===== src/inc/fifo_host_pkg.sv =====
/*
 Shared constants and types of the handshake-port host controller.
 Assumes a 125 MHz clock; all times are whole clock cycles.
*/
package fifo_host_pkg;
	localparam int unsigned APB_AW = 8;
	localparam logic [7:0] OFS_CTRL = 8'h00;
	localparam logic [7:0] OFS_TX = 8'h04;
	localparam logic [7:0] OFS_RX = 8'h08;
	localparam logic [7:0] OFS_STATUS = 8'h0C;
	localparam logic [7:0] OFS_P1_CMD = 8'h10;
	localparam logic [7:0] OFS_P1_DATA = 8'h14;

	localparam int unsigned CTRL_W = 6;
	localparam logic [5:0] CTRL_RESET = 6'h00;
	localparam int unsigned CTRL_EN = 0;
	localparam int unsigned CTRL_TWO_WIRE = 1;
	localparam int unsigned CTRL_TX_DIR = 2;
	localparam int unsigned CTRL_DRIVE_DIR = 3;
	localparam int unsigned CTRL_CLEAR = 4;
	localparam int unsigned CTRL_GP_IN = 5;

	localparam int unsigned STAT_TX_PEND = 0;
	localparam int unsigned STAT_RX_VALID = 1;
	localparam int unsigned STAT_EMPTY = 2;
	localparam int unsigned STAT_FULL = 3;
	localparam int unsigned STAT_READY_AVAIL = 4;
	localparam int unsigned STAT_GP_GENERAL_OUTPUT_0 = 5;
	localparam int unsigned STAT_GP_GENERAL_OUTPUT_3 = 6;
	localparam int unsigned STAT_DIR = 7;
	localparam int unsigned STAT_P1_BUSY = 8;
	localparam int unsigned STAT_CLEAR = 9;
	localparam int unsigned STAT_HS_BUSY = 10;

	localparam int unsigned CMD_SEL_LSB = 0;
	localparam int unsigned CMD_RNW = 8;
	localparam int unsigned CMD_DMA = 9;
	localparam int unsigned CMD_ACK = 10;
	localparam int unsigned CMD_WDATA_LSB = 16;

	localparam int unsigned CNT_W = 4;
	localparam int unsigned SETUP_CYC = 2;
	localparam int unsigned PULSE_CYC = 4;
	localparam int unsigned CLEAR_CYC = 8;
	localparam int unsigned PHASE_CYC = 4;
	localparam logic [3:0] SETUP_LAST = 4'(SETUP_CYC - 1);
	localparam logic [3:0] PULSE_LAST = 4'(PULSE_CYC - 1);
	localparam logic [3:0] CLEAR_LOAD = 4'(CLEAR_CYC);

	localparam int unsigned SYNC_W = 24;
	localparam logic [23:0] SYNC_RESET = 24'h11_0000;

	typedef struct packed {
		logic ack;
		logic dma;
		logic rnw;
		logic [3:0] sel;
		logic [7:0] wdata;
	} p1_cmd_type;

	typedef struct packed {
		logic [7:0] ad_o;
		logic ad_oe;
		logic [3:0] sel;
		logic as_n;
		logic ds_n;
		logic rnw;
		logic cs_n;
		logic ack_n;
		logic dma_n;
	} p1_pins_type;

	typedef enum logic [2:0] {
		HS_IDLE = 3'b000,
		HS_WAIT_READY = 3'b001,
		HS_SETUP = 3'b010,
		HS_STROBE = 3'b011,
		HS_WAIT_IDLE = 3'b100
	} hs_state_type;

	typedef enum logic [2:0] {
		P1_IDLE = 3'b000,
		P1_ADDR = 3'b001,
		P1_GAP = 3'b010,
		P1_DATA = 3'b011,
		P1_END = 3'b100
	} p1_state_type;
endpackage


===== src/rtl/pin_sync.sv =====
/*
 Two-flop synchroniser for a bundle of asynchronous pin inputs.
 Assumes each bit is independent; buses must be stable while sampled.
*/
`timescale 1ns/1ps
module pin_sync #(
	parameter int unsigned W = 8,
	parameter logic [W-1:0] RST_VAL = '0
) (
	input wire logic clk,
	input wire logic rst_n,
	input wire logic [W-1:0] din,
	output logic [W-1:0] dout
);
	logic [W-1:0] meta_ff;
	logic [W-1:0] sync_ff;

	genvar i;
	generate
		for (i = 0; i < W; i++) begin : g_bit
			always_ff @(posedge clk or negedge rst_n) begin
				if (!rst_n) begin
					meta_ff[i] <= RST_VAL[i];
					sync_ff[i] <= RST_VAL[i];
				end else begin
					meta_ff[i] <= din[i];
					sync_ff[i] <= meta_ff[i];
				end
			end
		end
	endgenerate

	assign dout = sync_ff;
endmodule


===== src/rtl/bus_cycle_engine.sv =====
/*
 Port-1 bus master: one multiplexed address/data access or one DMA strobe.
 Assumes synchronised inputs and a reset already released synchronously.
*/
`timescale 1ns/1ps
module bus_cycle_engine
	import fifo_host_pkg::*;
#(
	parameter int unsigned PHASE = PHASE_CYC
) (
	input wire logic clk,
	input wire logic rst_n,
	input wire logic start,
	input wire p1_cmd_type cmd,
	input wire logic [7:0] ad_s,
	input wire logic req_wait_s_n,
	output p1_pins_type pins,
	output logic busy,
	output logic done,
	output logic [7:0] rdata
);
	localparam logic [3:0] PHASE_LAST = 4'(PHASE - 1);

	p1_state_type state_ff;
	p1_state_type nxt_state;
	logic [CNT_W-1:0] cnt_ff;
	p1_cmd_type cmd_ff;
	p1_cmd_type cur;
	p1_pins_type pins_ff;
	p1_pins_type nxt_pins;
	logic [7:0] rdata_ff;

	always_comb begin
		cur = (state_ff == P1_IDLE) ? cmd : cmd_ff;
		nxt_state = state_ff;
		unique case (state_ff)
			P1_IDLE: if (start) nxt_state = cmd.dma ? P1_GAP : P1_ADDR;
			P1_ADDR: if (cnt_ff == PHASE_LAST) nxt_state = P1_GAP;
			// Request low means the device is ready for a DMA byte
			P1_GAP: if (!cmd_ff.dma || !req_wait_s_n) nxt_state = P1_DATA; // RULE20
			// Wait line low stretches the data strobe
			P1_DATA: if (cnt_ff == PHASE_LAST && (cmd_ff.dma || req_wait_s_n)) begin // RULE20
				nxt_state = P1_END;
			end
			P1_END: nxt_state = P1_IDLE;
			default: nxt_state = P1_IDLE;
		endcase
	end

	always_comb begin
		nxt_pins = '{ad_o: 8'h00, ad_oe: 1'b0, sel: cur.sel, as_n: 1'b1, ds_n: 1'b1,
			rnw: cur.rnw, cs_n: 1'b1, ack_n: 1'b1, dma_n: 1'b1}; // RULE18
		unique case (nxt_state)
			P1_ADDR: begin
				nxt_pins.cs_n = 1'b0; // RULE16
				nxt_pins.as_n = 1'b0;
				nxt_pins.ack_n = ~cur.ack;
				nxt_pins.ad_o = {4'h0, cur.sel}; // RULE22 RULE17
				nxt_pins.ad_oe = 1'b1;
			end
			P1_GAP, P1_DATA: begin
				// Chip select outlives the address strobe's rising edge
				nxt_pins.cs_n = cur.dma; // RULE15
				nxt_pins.ack_n = cur.dma | ~cur.ack;
				nxt_pins.ad_o = cur.wdata; // RULE22
				nxt_pins.ad_oe = ~cur.rnw;
				nxt_pins.ds_n = cur.dma | (nxt_state != P1_DATA); // RULE19
				nxt_pins.dma_n = ~cur.dma | (nxt_state != P1_DATA); // RULE21
			end
			default: begin
			end
		endcase
	end

	always_ff @(posedge clk or negedge rst_n) begin
		if (!rst_n) begin
			state_ff <= P1_IDLE;
			cnt_ff <= '0;
		end else begin
			state_ff <= nxt_state;
			if (nxt_state != state_ff) cnt_ff <= '0;
			else if (cnt_ff != PHASE_LAST) cnt_ff <= cnt_ff + 4'd1;
		end
	end

	always_ff @(posedge clk or negedge rst_n) begin
		if (!rst_n) begin
			pins_ff <= '{ad_o: 8'h00, ad_oe: 1'b0, sel: 4'h0, as_n: 1'b1, ds_n: 1'b1,
				rnw: 1'b1, cs_n: 1'b1, ack_n: 1'b1, dma_n: 1'b1};
		end else begin
			pins_ff <= nxt_pins;
		end
	end

	always_ff @(posedge clk or negedge rst_n) begin
		if (!rst_n) begin
			cmd_ff <= '0;
			rdata_ff <= 8'h00;
		end else begin
			if (state_ff == P1_IDLE && start) cmd_ff <= cmd;
			if (state_ff == P1_DATA && nxt_state == P1_END && cmd_ff.rnw) rdata_ff <= ad_s;
		end
	end

	assign pins = pins_ff;
	assign busy = (state_ff != P1_IDLE);
	assign done = (state_ff == P1_END);
	assign rdata = rdata_ff;
endmodule


===== src/rtl/fifo_pin_controller.sv =====
/*
 Host controller for a byte FIFO unit: peer of the handshake port
 (3-wire or 2-wire) and master of the multiplexed register bus, with
 an APB slave for software. Assumes device pins are asynchronous.
*/
// Function
// RULE1: device raises ready when accepting bytes
// RULE2: device drives available low when sending
// RULE3: host drives available low with valid data
// RULE4: host raises accepted after taking a byte
// RULE5: third pin swaps direction with transfer direction
// RULE6: 2-wire: host pulses acknowledge low per byte
// RULE7: device asserts open-drain full flag
// RULE8: device asserts open-drain empty flag
// RULE9: active-low clear discards buffered data
// RULE10: direction pin high means into port
// RULE11: general input drives control bit 0
// RULE12: general output 0 follows control bit 1
// RULE13: general output 3 follows control bit 3
// RULE14: enable low lets device drive data
// RULE15: chip select captured at address strobe rise
// RULE16: address and selects sampled while strobe low
// RULE17: four register selects choose target register
// RULE18: read_not_write high reads, low writes
// RULE19: data strobe times each port-1 transfer
// RULE20: request/wait line: DMA request or wait
// RULE21: DMA strobe pulse moves each DMA byte
// RULE22: bus lines carry address then data
// RULE23: each byte finishes full interlock before next
`timescale 1ns/1ps
module fifo_pin_controller
	import fifo_host_pkg::*;
(
	input wire logic clk,
	input wire logic rst_n,
	input wire logic psel,
	input wire logic penable,
	input wire logic pwrite,
	input wire logic [APB_AW-1:0] paddr,
	input wire logic [31:0] pwdata,
	output logic [31:0] prdata,
	output logic pready,
	output logic pslverr,
	input wire logic [7:0] port2_data_i,
	output logic [7:0] port2_data_o,
	output logic port2_data_oe,
	input wire logic ready_avail_i,
	output logic peer_strobe_o,
	input wire logic accept_ready_i,
	output logic accept_ready_o,
	output logic accept_ready_oe,
	input wire logic empty_i,
	input wire logic clear_n_i,
	output logic clear_n_o,
	output logic clear_n_oe,
	input wire logic direction_i,
	output logic direction_o,
	output logic direction_oe,
	output logic general_input_0,
	input wire logic general_output_0,
	input wire logic general_output_3,
	output logic bus_drive_enable_n,
	input wire logic [7:0] muxed_addr_data_i,
	output logic [7:0] muxed_addr_data_o,
	output logic muxed_addr_data_oe,
	output logic [3:0] register_select,
	output logic address_strobe_n,
	output logic data_strobe_n,
	output logic read_not_write,
	output logic chip_select_n,
	output logic irq_acknowledge_n,
	output logic dma_strobe_n,
	input wire logic request_or_wait_n
);
	logic rst_meta_ff;
	logic rst_sync_n_ff;
	logic [SYNC_W-1:0] sync_out;
	logic s_ready_avail, s_accept_ready, s_empty, s_clear_n, s_dir, s_gp0, s_gp3, s_req_n;
	logic [7:0] s_p2_data;
	logic [7:0] s_ad;
	logic [CTRL_W-1:0] ctrl_ff;
	logic [CNT_W-1:0] clear_cnt_ff;
	logic clear_drive_ff;
	logic [31:0] prdata_ff;
	logic [31:0] status;
	logic [31:0] rd_word;
	logic wr_en, rd_acc, mapped, flush, p1_start, p1_busy, p1_done;
	logic [7:0] p1_rdata;
	p1_pins_type p1_pins;
	p1_cmd_type p1_cmd;
	hs_state_type state_ff;
	hs_state_type nxt_state;
	logic [CNT_W-1:0] cnt_ff;
	logic tx_ff, two_ff, nxt_tx, nxt_two, dir_eff;
	logic ready_cond, idle_cond, start_ok, hs_done, rx_take, act_level;
	logic tx_pending_ff, rx_valid_ff;
	logic [7:0] tx_byte_ff;
	logic [7:0] rx_byte_ff;
	logic strobe_ff, ar_o_ff, ar_oe_ff, data_oe_ff, bde_n_ff;

	always_ff @(posedge clk or negedge rst_n) begin
		if (!rst_n) begin
			rst_meta_ff <= 1'b0;
			rst_sync_n_ff <= 1'b0;
		end else begin
			rst_meta_ff <= 1'b1;
			rst_sync_n_ff <= rst_meta_ff;
		end
	end

	pin_sync #(.W(SYNC_W), .RST_VAL(SYNC_RESET)) u_sync (
		.clk(clk),
		.rst_n(rst_sync_n_ff),
		.din({ready_avail_i, accept_ready_i, empty_i, clear_n_i, direction_i,
			general_output_0, general_output_3, request_or_wait_n,
			port2_data_i, muxed_addr_data_i}),
		.dout(sync_out)
	);
	assign {s_ready_avail, s_accept_ready, s_empty, s_clear_n, s_dir, s_gp0, s_gp3, s_req_n,
		s_p2_data, s_ad} = sync_out;

	// APB slave: zero wait states, error on unmapped offsets
	assign wr_en = psel && penable && pwrite;
	assign rd_acc = psel && penable && !pwrite;
	assign mapped = (paddr == OFS_CTRL) || (paddr == OFS_TX) || (paddr == OFS_RX) ||
		(paddr == OFS_STATUS) || (paddr == OFS_P1_CMD) || (paddr == OFS_P1_DATA);
	assign pready = 1'b1;
	assign pslverr = psel && penable && !mapped;
	assign prdata = prdata_ff;

	always_comb begin
		status = 32'h0000_0000;
		status[STAT_TX_PEND] = tx_pending_ff;
		status[STAT_RX_VALID] = rx_valid_ff;
		status[STAT_EMPTY] = s_empty; // RULE8
		status[STAT_FULL] = two_ff && s_accept_ready; // RULE7
		status[STAT_READY_AVAIL] = s_ready_avail;
		status[STAT_GP_GENERAL_OUTPUT_0] = s_gp0; // RULE12
		status[STAT_GP_GENERAL_OUTPUT_3] = s_gp3; // RULE13
		status[STAT_DIR] = s_dir;
		status[STAT_P1_BUSY] = p1_busy;
		status[STAT_CLEAR] = !s_clear_n;
		status[STAT_HS_BUSY] = (state_ff != HS_IDLE);
		unique case (paddr)
			OFS_CTRL: rd_word = {26'h000_0000, ctrl_ff};
			OFS_RX: rd_word = {24'h00_0000, rx_byte_ff};
			OFS_STATUS: rd_word = status;
			OFS_P1_DATA: rd_word = {24'h00_0000, p1_rdata};
			default: rd_word = 32'h0000_0000;
		endcase
	end

	always_ff @(posedge clk or negedge rst_sync_n_ff) begin
		if (!rst_sync_n_ff) prdata_ff <= 32'h0000_0000;
		else if (psel && !penable) prdata_ff <= rd_word;
	end

	always_ff @(posedge clk or negedge rst_sync_n_ff) begin
		if (!rst_sync_n_ff) ctrl_ff <= CTRL_RESET;
		else if (wr_en && paddr == OFS_CTRL) ctrl_ff <= pwdata[CTRL_W-1:0];
	end

	// Clear pulse drives the pin low for a fixed time
	always_ff @(posedge clk or negedge rst_sync_n_ff) begin
		if (!rst_sync_n_ff) begin
			clear_cnt_ff <= '0;
			clear_drive_ff <= 1'b0;
		end else begin
			if (wr_en && paddr == OFS_CTRL && pwdata[CTRL_CLEAR]) clear_cnt_ff <= CLEAR_LOAD;
			else if (clear_cnt_ff != '0) clear_cnt_ff <= clear_cnt_ff - 4'd1;
			clear_drive_ff <= (wr_en && paddr == OFS_CTRL && pwdata[CTRL_CLEAR]) ||
				(clear_cnt_ff > 4'd1); // RULE9
		end
	end
	assign flush = clear_drive_ff || !s_clear_n; // RULE9

	assign p1_cmd = '{ack: pwdata[CMD_ACK], dma: pwdata[CMD_DMA], rnw: pwdata[CMD_RNW],
		sel: pwdata[CMD_SEL_LSB+:4], wdata: pwdata[CMD_WDATA_LSB+:8]};
	assign p1_start = wr_en && paddr == OFS_P1_CMD && !p1_busy;

	bus_cycle_engine #(.PHASE(PHASE_CYC)) u_bus (
		.clk(clk),
		.rst_n(rst_sync_n_ff),
		.start(p1_start),
		.cmd(p1_cmd),
		.ad_s(s_ad),
		.req_wait_s_n(s_req_n),
		.pins(p1_pins),
		.busy(p1_busy),
		.done(p1_done),
		.rdata(p1_rdata)
	);

	// Handshake port sequencing
	assign dir_eff = ctrl_ff[CTRL_DRIVE_DIR] ? ctrl_ff[CTRL_TX_DIR] : s_dir; // RULE10
	assign nxt_tx = (state_ff == HS_IDLE) ? dir_eff : tx_ff;
	assign nxt_two = (state_ff == HS_IDLE) ? ctrl_ff[CTRL_TWO_WIRE] : two_ff;
	assign start_ok = ctrl_ff[CTRL_EN] && (dir_eff ? tx_pending_ff : !rx_valid_ff);
	assign ready_cond = tx_ff ? s_ready_avail : !s_ready_avail; // RULE1 RULE2
	assign idle_cond = two_ff ? (tx_ff ? !s_ready_avail : s_ready_avail)
		: (!tx_ff ? 1'b1 : !s_accept_ready);
	assign hs_done = (state_ff == HS_WAIT_IDLE) && idle_cond && !flush;
	assign rx_take = (state_ff == HS_WAIT_READY) && !tx_ff && ready_cond && !flush;
	// Active level of the strobe pin by mode and direction
	assign act_level = !nxt_two && !nxt_tx;

	always_comb begin
		nxt_state = state_ff;
		unique case (state_ff)
			HS_IDLE: if (start_ok) nxt_state = HS_WAIT_READY;
			HS_WAIT_READY: if (ready_cond) nxt_state = tx_ff ? HS_SETUP : HS_STROBE;
			HS_SETUP: if (cnt_ff == SETUP_LAST) nxt_state = HS_STROBE;
			HS_STROBE: begin
				if (two_ff) begin
					if (cnt_ff == PULSE_LAST) nxt_state = HS_WAIT_IDLE; // RULE6
				end else if (tx_ff ? s_accept_ready : s_ready_avail) begin // RULE5
					nxt_state = HS_WAIT_IDLE;
				end
			end
			HS_WAIT_IDLE: if (idle_cond) nxt_state = HS_IDLE; // RULE23
			default: nxt_state = HS_IDLE;
		endcase
		if (flush) nxt_state = HS_IDLE;
	end

	always_ff @(posedge clk or negedge rst_sync_n_ff) begin
		if (!rst_sync_n_ff) begin
			state_ff <= HS_IDLE;
			cnt_ff <= '0;
			tx_ff <= 1'b0;
			two_ff <= 1'b0;
		end else begin
			state_ff <= nxt_state;
			tx_ff <= nxt_tx; // RULE10
			two_ff <= nxt_two;
			if (nxt_state != state_ff) cnt_ff <= '0;
			else if (cnt_ff != PULSE_LAST) cnt_ff <= cnt_ff + 4'd1;
		end
	end

	// Software loads and unloads bytes; hardware set wins over the clear
	always_ff @(posedge clk or negedge rst_sync_n_ff) begin
		if (!rst_sync_n_ff) begin
			tx_pending_ff <= 1'b0;
			tx_byte_ff <= 8'h00;
			rx_valid_ff <= 1'b0;
			rx_byte_ff <= 8'h00;
		end else begin
			if (wr_en && paddr == OFS_TX && !tx_pending_ff && !flush) begin
				tx_pending_ff <= 1'b1;
				tx_byte_ff <= pwdata[7:0];
			end else if (flush || (hs_done && tx_ff)) begin
				tx_pending_ff <= 1'b0;
			end
			if (rx_take) begin
				rx_valid_ff <= 1'b1;
				rx_byte_ff <= s_p2_data; // RULE2
			end else if (flush || (rd_acc && paddr == OFS_RX)) begin
				rx_valid_ff <= 1'b0;
			end
		end
	end

	always_ff @(posedge clk or negedge rst_sync_n_ff) begin
		if (!rst_sync_n_ff) begin
			strobe_ff <= 1'b1;
			ar_o_ff <= 1'b0;
			ar_oe_ff <= 1'b0;
			data_oe_ff <= 1'b0;
			bde_n_ff <= 1'b1;
		end else begin
			strobe_ff <= (nxt_state == HS_STROBE) ? act_level : !act_level; // RULE3 RULE4 RULE6
			ar_oe_ff <= !nxt_two && !nxt_tx; // RULE5
			ar_o_ff <= (nxt_state == HS_WAIT_READY) && !nxt_tx; // RULE5
			data_oe_ff <= nxt_tx && (nxt_state == HS_SETUP || nxt_state == HS_STROBE ||
				nxt_state == HS_WAIT_IDLE); // RULE3
			bde_n_ff <= nxt_tx; // RULE14
		end
	end

	assign peer_strobe_o = strobe_ff;
	assign accept_ready_o = ar_o_ff;
	assign accept_ready_oe = ar_oe_ff;
	assign port2_data_o = tx_byte_ff;
	assign port2_data_oe = data_oe_ff;
	assign bus_drive_enable_n = bde_n_ff;
	assign clear_n_o = 1'b0;
	assign clear_n_oe = clear_drive_ff;
	assign direction_o = ctrl_ff[CTRL_TX_DIR];
	assign direction_oe = ctrl_ff[CTRL_DRIVE_DIR];
	assign general_input_0 = ctrl_ff[CTRL_GP_IN]; // RULE11
	assign muxed_addr_data_o = p1_pins.ad_o;
	assign muxed_addr_data_oe = p1_pins.ad_oe;
	assign register_select = p1_pins.sel;
	assign address_strobe_n = p1_pins.as_n;
	assign data_strobe_n = p1_pins.ds_n;
	assign read_not_write = p1_pins.rnw;
	assign chip_select_n = p1_pins.cs_n;
	assign irq_acknowledge_n = p1_pins.ack_n;
	assign dma_strobe_n = p1_pins.dma_n;
endmodule


===== config.mk =====
export PLATFORM = sky130hd
export DESIGN_NAME = fifo_pin_controller
export DESIGN_NICKNAME = d
export VERILOG_FILES = /design/src/inc/fifo_host_pkg.sv /design/src/rtl/pin_sync.sv /design/src/rtl/bus_cycle_engine.sv /design/src/rtl/fifo_pin_controller.sv
export SDC_FILE = /design/constraint.sdc
export NUM_CORES = 1
export LEC_CHECK = 0
export BUFFER_PORTS_ARGS = -buffer_cell sky130_fd_sc_hd__buf_2
export CAP_MARGIN = 20
export CORE_ASPECT_RATIO = 1.75
export CORE_MARGIN = 2
export CORE_UTILIZATION = 54
export CTS_CLUSTER_DIAMETER = 120
export DETAILED_ROUTE_END_ITERATION = 6
export PLACE_DENSITY = 0.78
export SLEW_MARGIN = 40
export SYNTH_ARGS = -nofsm -noshare
export SYNTH_HDL_FRONTEND = slang
export SYNTH_HIERARCHICAL = 1
export SYNTH_SLANG_ARGS = --single-unit

===== constraint.sdc =====
create_clock -name clk -period 6.6 [get_ports clk]
set_input_delay 1.32 -clock clk [delete_from_list [all_inputs] [get_ports clk]]
set_output_delay 1.32 -clock clk [all_outputs]
set_load 0.005 [all_outputs]

-- After elaboration in Yosys (flattened, before gate mapping)
Index checks and enable logic that the tools add are counted.
W data, S select, Z words.
- add/sub/neg operators: 3
- multipliers: 0
- div/mod/pow operators: 0
- order comparisons: 1
- equality and inequality tests: 28
- shifts and indexed selects: 0
- multiplexer cells: 43
- bitwise logic cells: 6
- reductions and logical operators: 69
- operators with widths (kind ; number):
    $pmux W11 S4 ; 1
    $mux W3 ; 12
    $logic_and A1 B1 Y1 ; 28
    $eq A3 B2 Y1 const B ; 8
    $mux W4 ; 6
    $mux W1 ; 18
    $pmux W9 S2 ; 1
    $eq A8 B4 Y1 const B ; 2
    $eq A8 B5 Y1 const B ; 2
    $logic_not A1 Y1 ; 16
    $mux W15 ; 1
    $pmux W3 S5 ; 1
    $logic_or A1 B1 Y1 ; 13
    $eq A3 B1 Y1 const B ; 4
    $pmux W3 S4 ; 1
    $reduce_bool A2 Y1 ; 5
    $eq A3 B3 Y1 const B ; 3
    $add A4 B1 Y4 const B ; 2
    $eq A4 B2 Y1 const B ; 2
    $eq A8 B3 Y1 const B ; 1
    $logic_not A8 Y1 ; 1
    $ne A4 B2 Y1 const B ; 2
    $logic_not A3 Y1 ; 2
    $ne A3 B3 Y1 ; 2
    11 further kinds ; 16
- register bits after elaboration: 174
- bits in latches: 0
- memory bits (writable): 0
- bits in read-only memories: 0
- output and inout port bits: 71
- logic and storage cells: 234
- memories: 0

-- Longest topological paths before layout
- word-level depth: 10
- mapped depth: 11
- depth with buffers taken out: 10

-- Modules after synthesis
Netlist, hierarchy kept.
- by module, submodules not included (module ; times used ; cells each ; area each (sq um) ; sequential area each (sq um)):
    fifo_pin_controller ; 1 ; 294 ; 3057.9 ; 1403.8
    bus_cycle_engine ; 1 ; 163 ; 2070.7 ; 1233.7
    pin_sync ; 1 ; 48 ; 1206.2 ; 1206.2

-- Worst setup path before layout
No wires, ideal clock.
- path type: input to output
- start point: input paddr[1]
- end point: output pslverr
- data arrival time: 2.216 ns
- setup slack: 3.064 ns
- stages: 5
- buffers on the path: 1
- cell sequence: nor4_1 -> nand2b_1 -> clkbuf_1 -> a21o_1 -> and3_1
- word-level cells in the longest chain between the ends: 8
- elaborated cells on any way between the ends: 13
- RTL lines (what ; RTL line ; RTL):
    start: declaration ; fifo_pin_controller.sv:39 ; input wire logic [APB_AW-1:0] paddr,
    $eq A8 B3 Y1 or $logic_not A8 Y1 (tied branches) ; fifo_pin_controller.sv:125 ; assign mapped = (paddr == OFS_CTRL) || (paddr == OFS_TX) || (paddr == OFS_RX) ||
    $logic_or A1 B1 Y1 (3 in a row) ; fifo_pin_controller.sv:125 ;
    $logic_or A1 B1 Y1 ; fifo_pin_controller.sv:126 ; (paddr == OFS_STATUS) || (paddr == OFS_P1_CMD) || (paddr == OFS_P1_DATA);
    $logic_or A1 B1 Y1 * ; fifo_pin_controller.sv:126 ;
    $logic_not A1 Y1 * ; fifo_pin_controller.sv:128 ; assign pslverr = psel && penable && !mapped;
    $logic_and A1 B1 Y1 * ; fifo_pin_controller.sv:128 ;
    end: declaration ; fifo_pin_controller.sv:43 ; output logic pslverr,
Mark *: on every way between the ends. The rest lies on a longest branch, timed or not.

-- Worst setup path in the final report
Same ends and word-level chain as after synthesis.

==> impl_results.md <==
* Number of global-route vias before repair at 4513
* CP endpoint kind: primary output
* Number of remaining DRC errors at 7
* Overflow left after global routing at 0
* First-pass GRT wire length at 22430 um
* Worst min path class: reg -> async
* Total count of hold-check failures in the final report at 0
* Library cell used as clock root buffer: clkbuf_16
* Areal power density over the cells at 328.3 nW/um^2
* Maximum fanout along the worst path at 8
* Syn. warnings at 6
* CTS clock-pin slew for the worst setup and hold paths at 0.06 ns
* Die boundary height at 147.2 um
* Maximum number of buffers from clock root to sink at 2
* Measured slew at the worst slew-check pin at 0.8173 ns
* Startpoint of the lowest-slack register-to-register path: u_bus/state_ff[2]
* Failing checks: DRC
* RSZ-0062 raised after global routing: false
* Cell Rows at 52
* Number of endpoints failing setup at the final stage at 0
* Routed wire length at 13540 um
* DPL Wire Length at 9598 um
* Crit share post-route at 0.6044
* Setup TNS Final at 0 ns
* IR Drop Worst-Case VDD at 0.0002437 V
* Die outline area at 12640 sq um
* Fraction of layout instances using a drive strength above 1 at 0.3478
* Kind of launch point of the worst setup path: input port
* Post-Route Skew at 0.01227 ns
* Filler Cells Inserted at 872
* Maximum number of pins on one net before global-route repair at 87
* Overall global routing resource usage at 0.2298
* Final layout net count at 683
* First-pass iteration count of the detailed router at 7
* Launching instance or port of the critical path: paddr[1]
* Switching power total at 675.9 uW
* Antenna violations before repair at 0
* Final critical delay including setup and external delays at 3.989 ns
* R2r worst-path depth at 10
* Worst setup path class: in -> out
* Count of input and output buffers at 103
* Area of the core region at 11520 sq um
* Post-CTS sizing at 0
* Total of max-cap violations at 0
* Number of top-level design ports at 140
* Int Pwr at 1771 uW
* Relative contribution of sequential cells to total power at 0.445
* Die Wd at 85.84 um
* Clock latency on the worst-skew pair at 0.42 ns
* Clock network power share at 0.397
* Initial drt markers at 282
* Antenna-violating nets left at 0
* Arrival time of data at the critical path endpoint at 2.67 ns
* Number of antenna cells inserted at 0
* Worst slew margin relative to its limit at 0.4510
* Synthesized area divided by synthesized cell count at 12.56 sq um
* Proportion of power drawn by combinational gates at 0.158
* Via count at 4202
* Deepest level of the CTS H-tree at 4
* Post-synth design cell area at 6329 sq um
* Final weighted congestion of routability-driven global placement at 0.8769
* TritonCTS clock tree: built
* Area grow syn2layout at 17.79%
* Cell area after placement at 6835 sq um
* Hold-fix buffers, CTS at 0
* TritonCTS Buffers at 17
* Sw Share at 0.2762
* Count of pins over their slew limit at 0
* Outcome: complete, but fails checks
* Leakage power figure at 0.003641 uW
* # clock sinks at 153
* Number of cells produced by synthesis at 504
* Worst endpoint required time at 5.28 ns
* Post-CTS Setup Repair Bufs at 0
* Per-cell via count in the routed design at 5.558
* Internal reg-to-reg setup slack at 3.46 ns
* CP Capture Point: pslverr
* Post-route cell area at 7455 sq um
* End of the worst register-to-register path: u_bus/pins[1]
* WL per Instance at 17.91 um
* Initial core utilization at 0.5495
* Maximum operating frequency at 0.2507 GHz
[cell type report]
type / instances / area, sq um / share of cell area
clock inverters: 11 / 136.4 / 0.01829
well taps: 135 / 168.9 / 0.02266
multi-input cells: 317 / 2236 / 0.2999
repair buffers: 106 / 556.8 / 0.07469
flip-flops and latches: 153 / 3847 / 0.5161
inverters: 13 / 48.80 / 0.006546
clock buffers: 21 / 460.4 / 0.06177
[per-stage QoR]
step	hold WS [ns]	total power (uW)	setup WS, ns	cells	util
floorplan	0.3312	1370	2.042	526	-
global placement	0.3336	1455	2.548	723	0.5928
detailed placement	0.3347	1484	2.484	723	0.5935
CTS	0.3513	2463	2.605	755	0.6454
global route	0.2449	2561	2.463	756	0.6473
finish	0.2149	2447	2.611	756	0.6473
[layout by cell type, fill, tap and decap left out, types with 4 or more instances in the layout]
cell type / instances
mux2i_1: 10
o2bb2ai_1: 5
ha_1: 6
conb_1: 24
nor2_1: 28
a21oi_1: 16
nand3_1: 6
clkinvlp_4: 4
mux2_2: 43
a22oi_1: 7
nor3_1: 4
nand3b_1: 4
o21ai_0: 21
dfstp_2: 12
nand2_1: 46
buf_2: 103
nor2b_1: 8
dfrtp_1: 140
nand2b_1: 7
a22o_1: 4
inv_1: 12
clkbuf_16: 17
nor3_2: 4
mux2_4: 8
xnor2_1: 5
[worst min-delay path by stage]
| stage | endpoint | from | slack, ns |
|---|---|---|---|
| after floorplan | rst_sync_n_ff | rst_meta_ff | 0.33 |
| after global placement | u_sync/dout[18] | u_sync/meta_ff[18] | 0.33 |
| after detailed placement | u_sync/dout[10] | u_sync/meta_ff[10] | 0.33 |
| after CTS | u_sync/dout[9] | u_sync/meta_ff[9] | 0.35 |
| after global routing | u_sync/dout[15] | rst_sync_n_ff | 0.24 |
| final | u_sync/dout[19] | rst_sync_n_ff | 0.21 |
[power groups by stage]
stage / Combinational [uW] / Clock, uW / Sequential, uW
2_1_floorplan: 277 / 0 / 1090
3_3_place_gp: 353 / 0 / 1100
3_5_place_dp: 376 / 0 / 1110
4_1_cts: 382 / 987 / 1090
5_1_grt: 436 / 1030 / 1100
6_report: 386 / 972 / 1090
[layer usage]
| metal | vias up | GRT usage | part of all wire |
|---|---|---|---|
| li1 | 1915 | - | - |
| met1 | 2094 | 0.2573 | 0.37 |
| met2 | 159 | 0.4020 | 0.55 |
| met3 | 34 | 0.06011 | 0.056 |
| met4 | 0 | 0.1079 | 0.032 |
| met5 | - | 0 | 0 |
[flip-flops by register name, summed over array words and instances (netlist names), 3 cells and up]
register	flops
clear_cnt_ff	4
cnt_ff	4
ctrl_ff	6
port2_data_o	8
prdata	11
rx_byte_ff	8
state_ff	3
u_bus/cmd_ff	15
u_bus/cnt_ff	4
u_bus/pins	19
u_bus/rdata	8
u_bus/state_ff	3
u_sync/dout	24
u_sync/meta_ff	24
[worst max-delay path, cell delays in order]
cell      delay, ns
buf_2          0.09
nor4_1         0.46
nand2b_1       0.29
a21o_1         0.22
and3_1         0.17
buf_2          0.12
(Power assumes the default switching activity.)
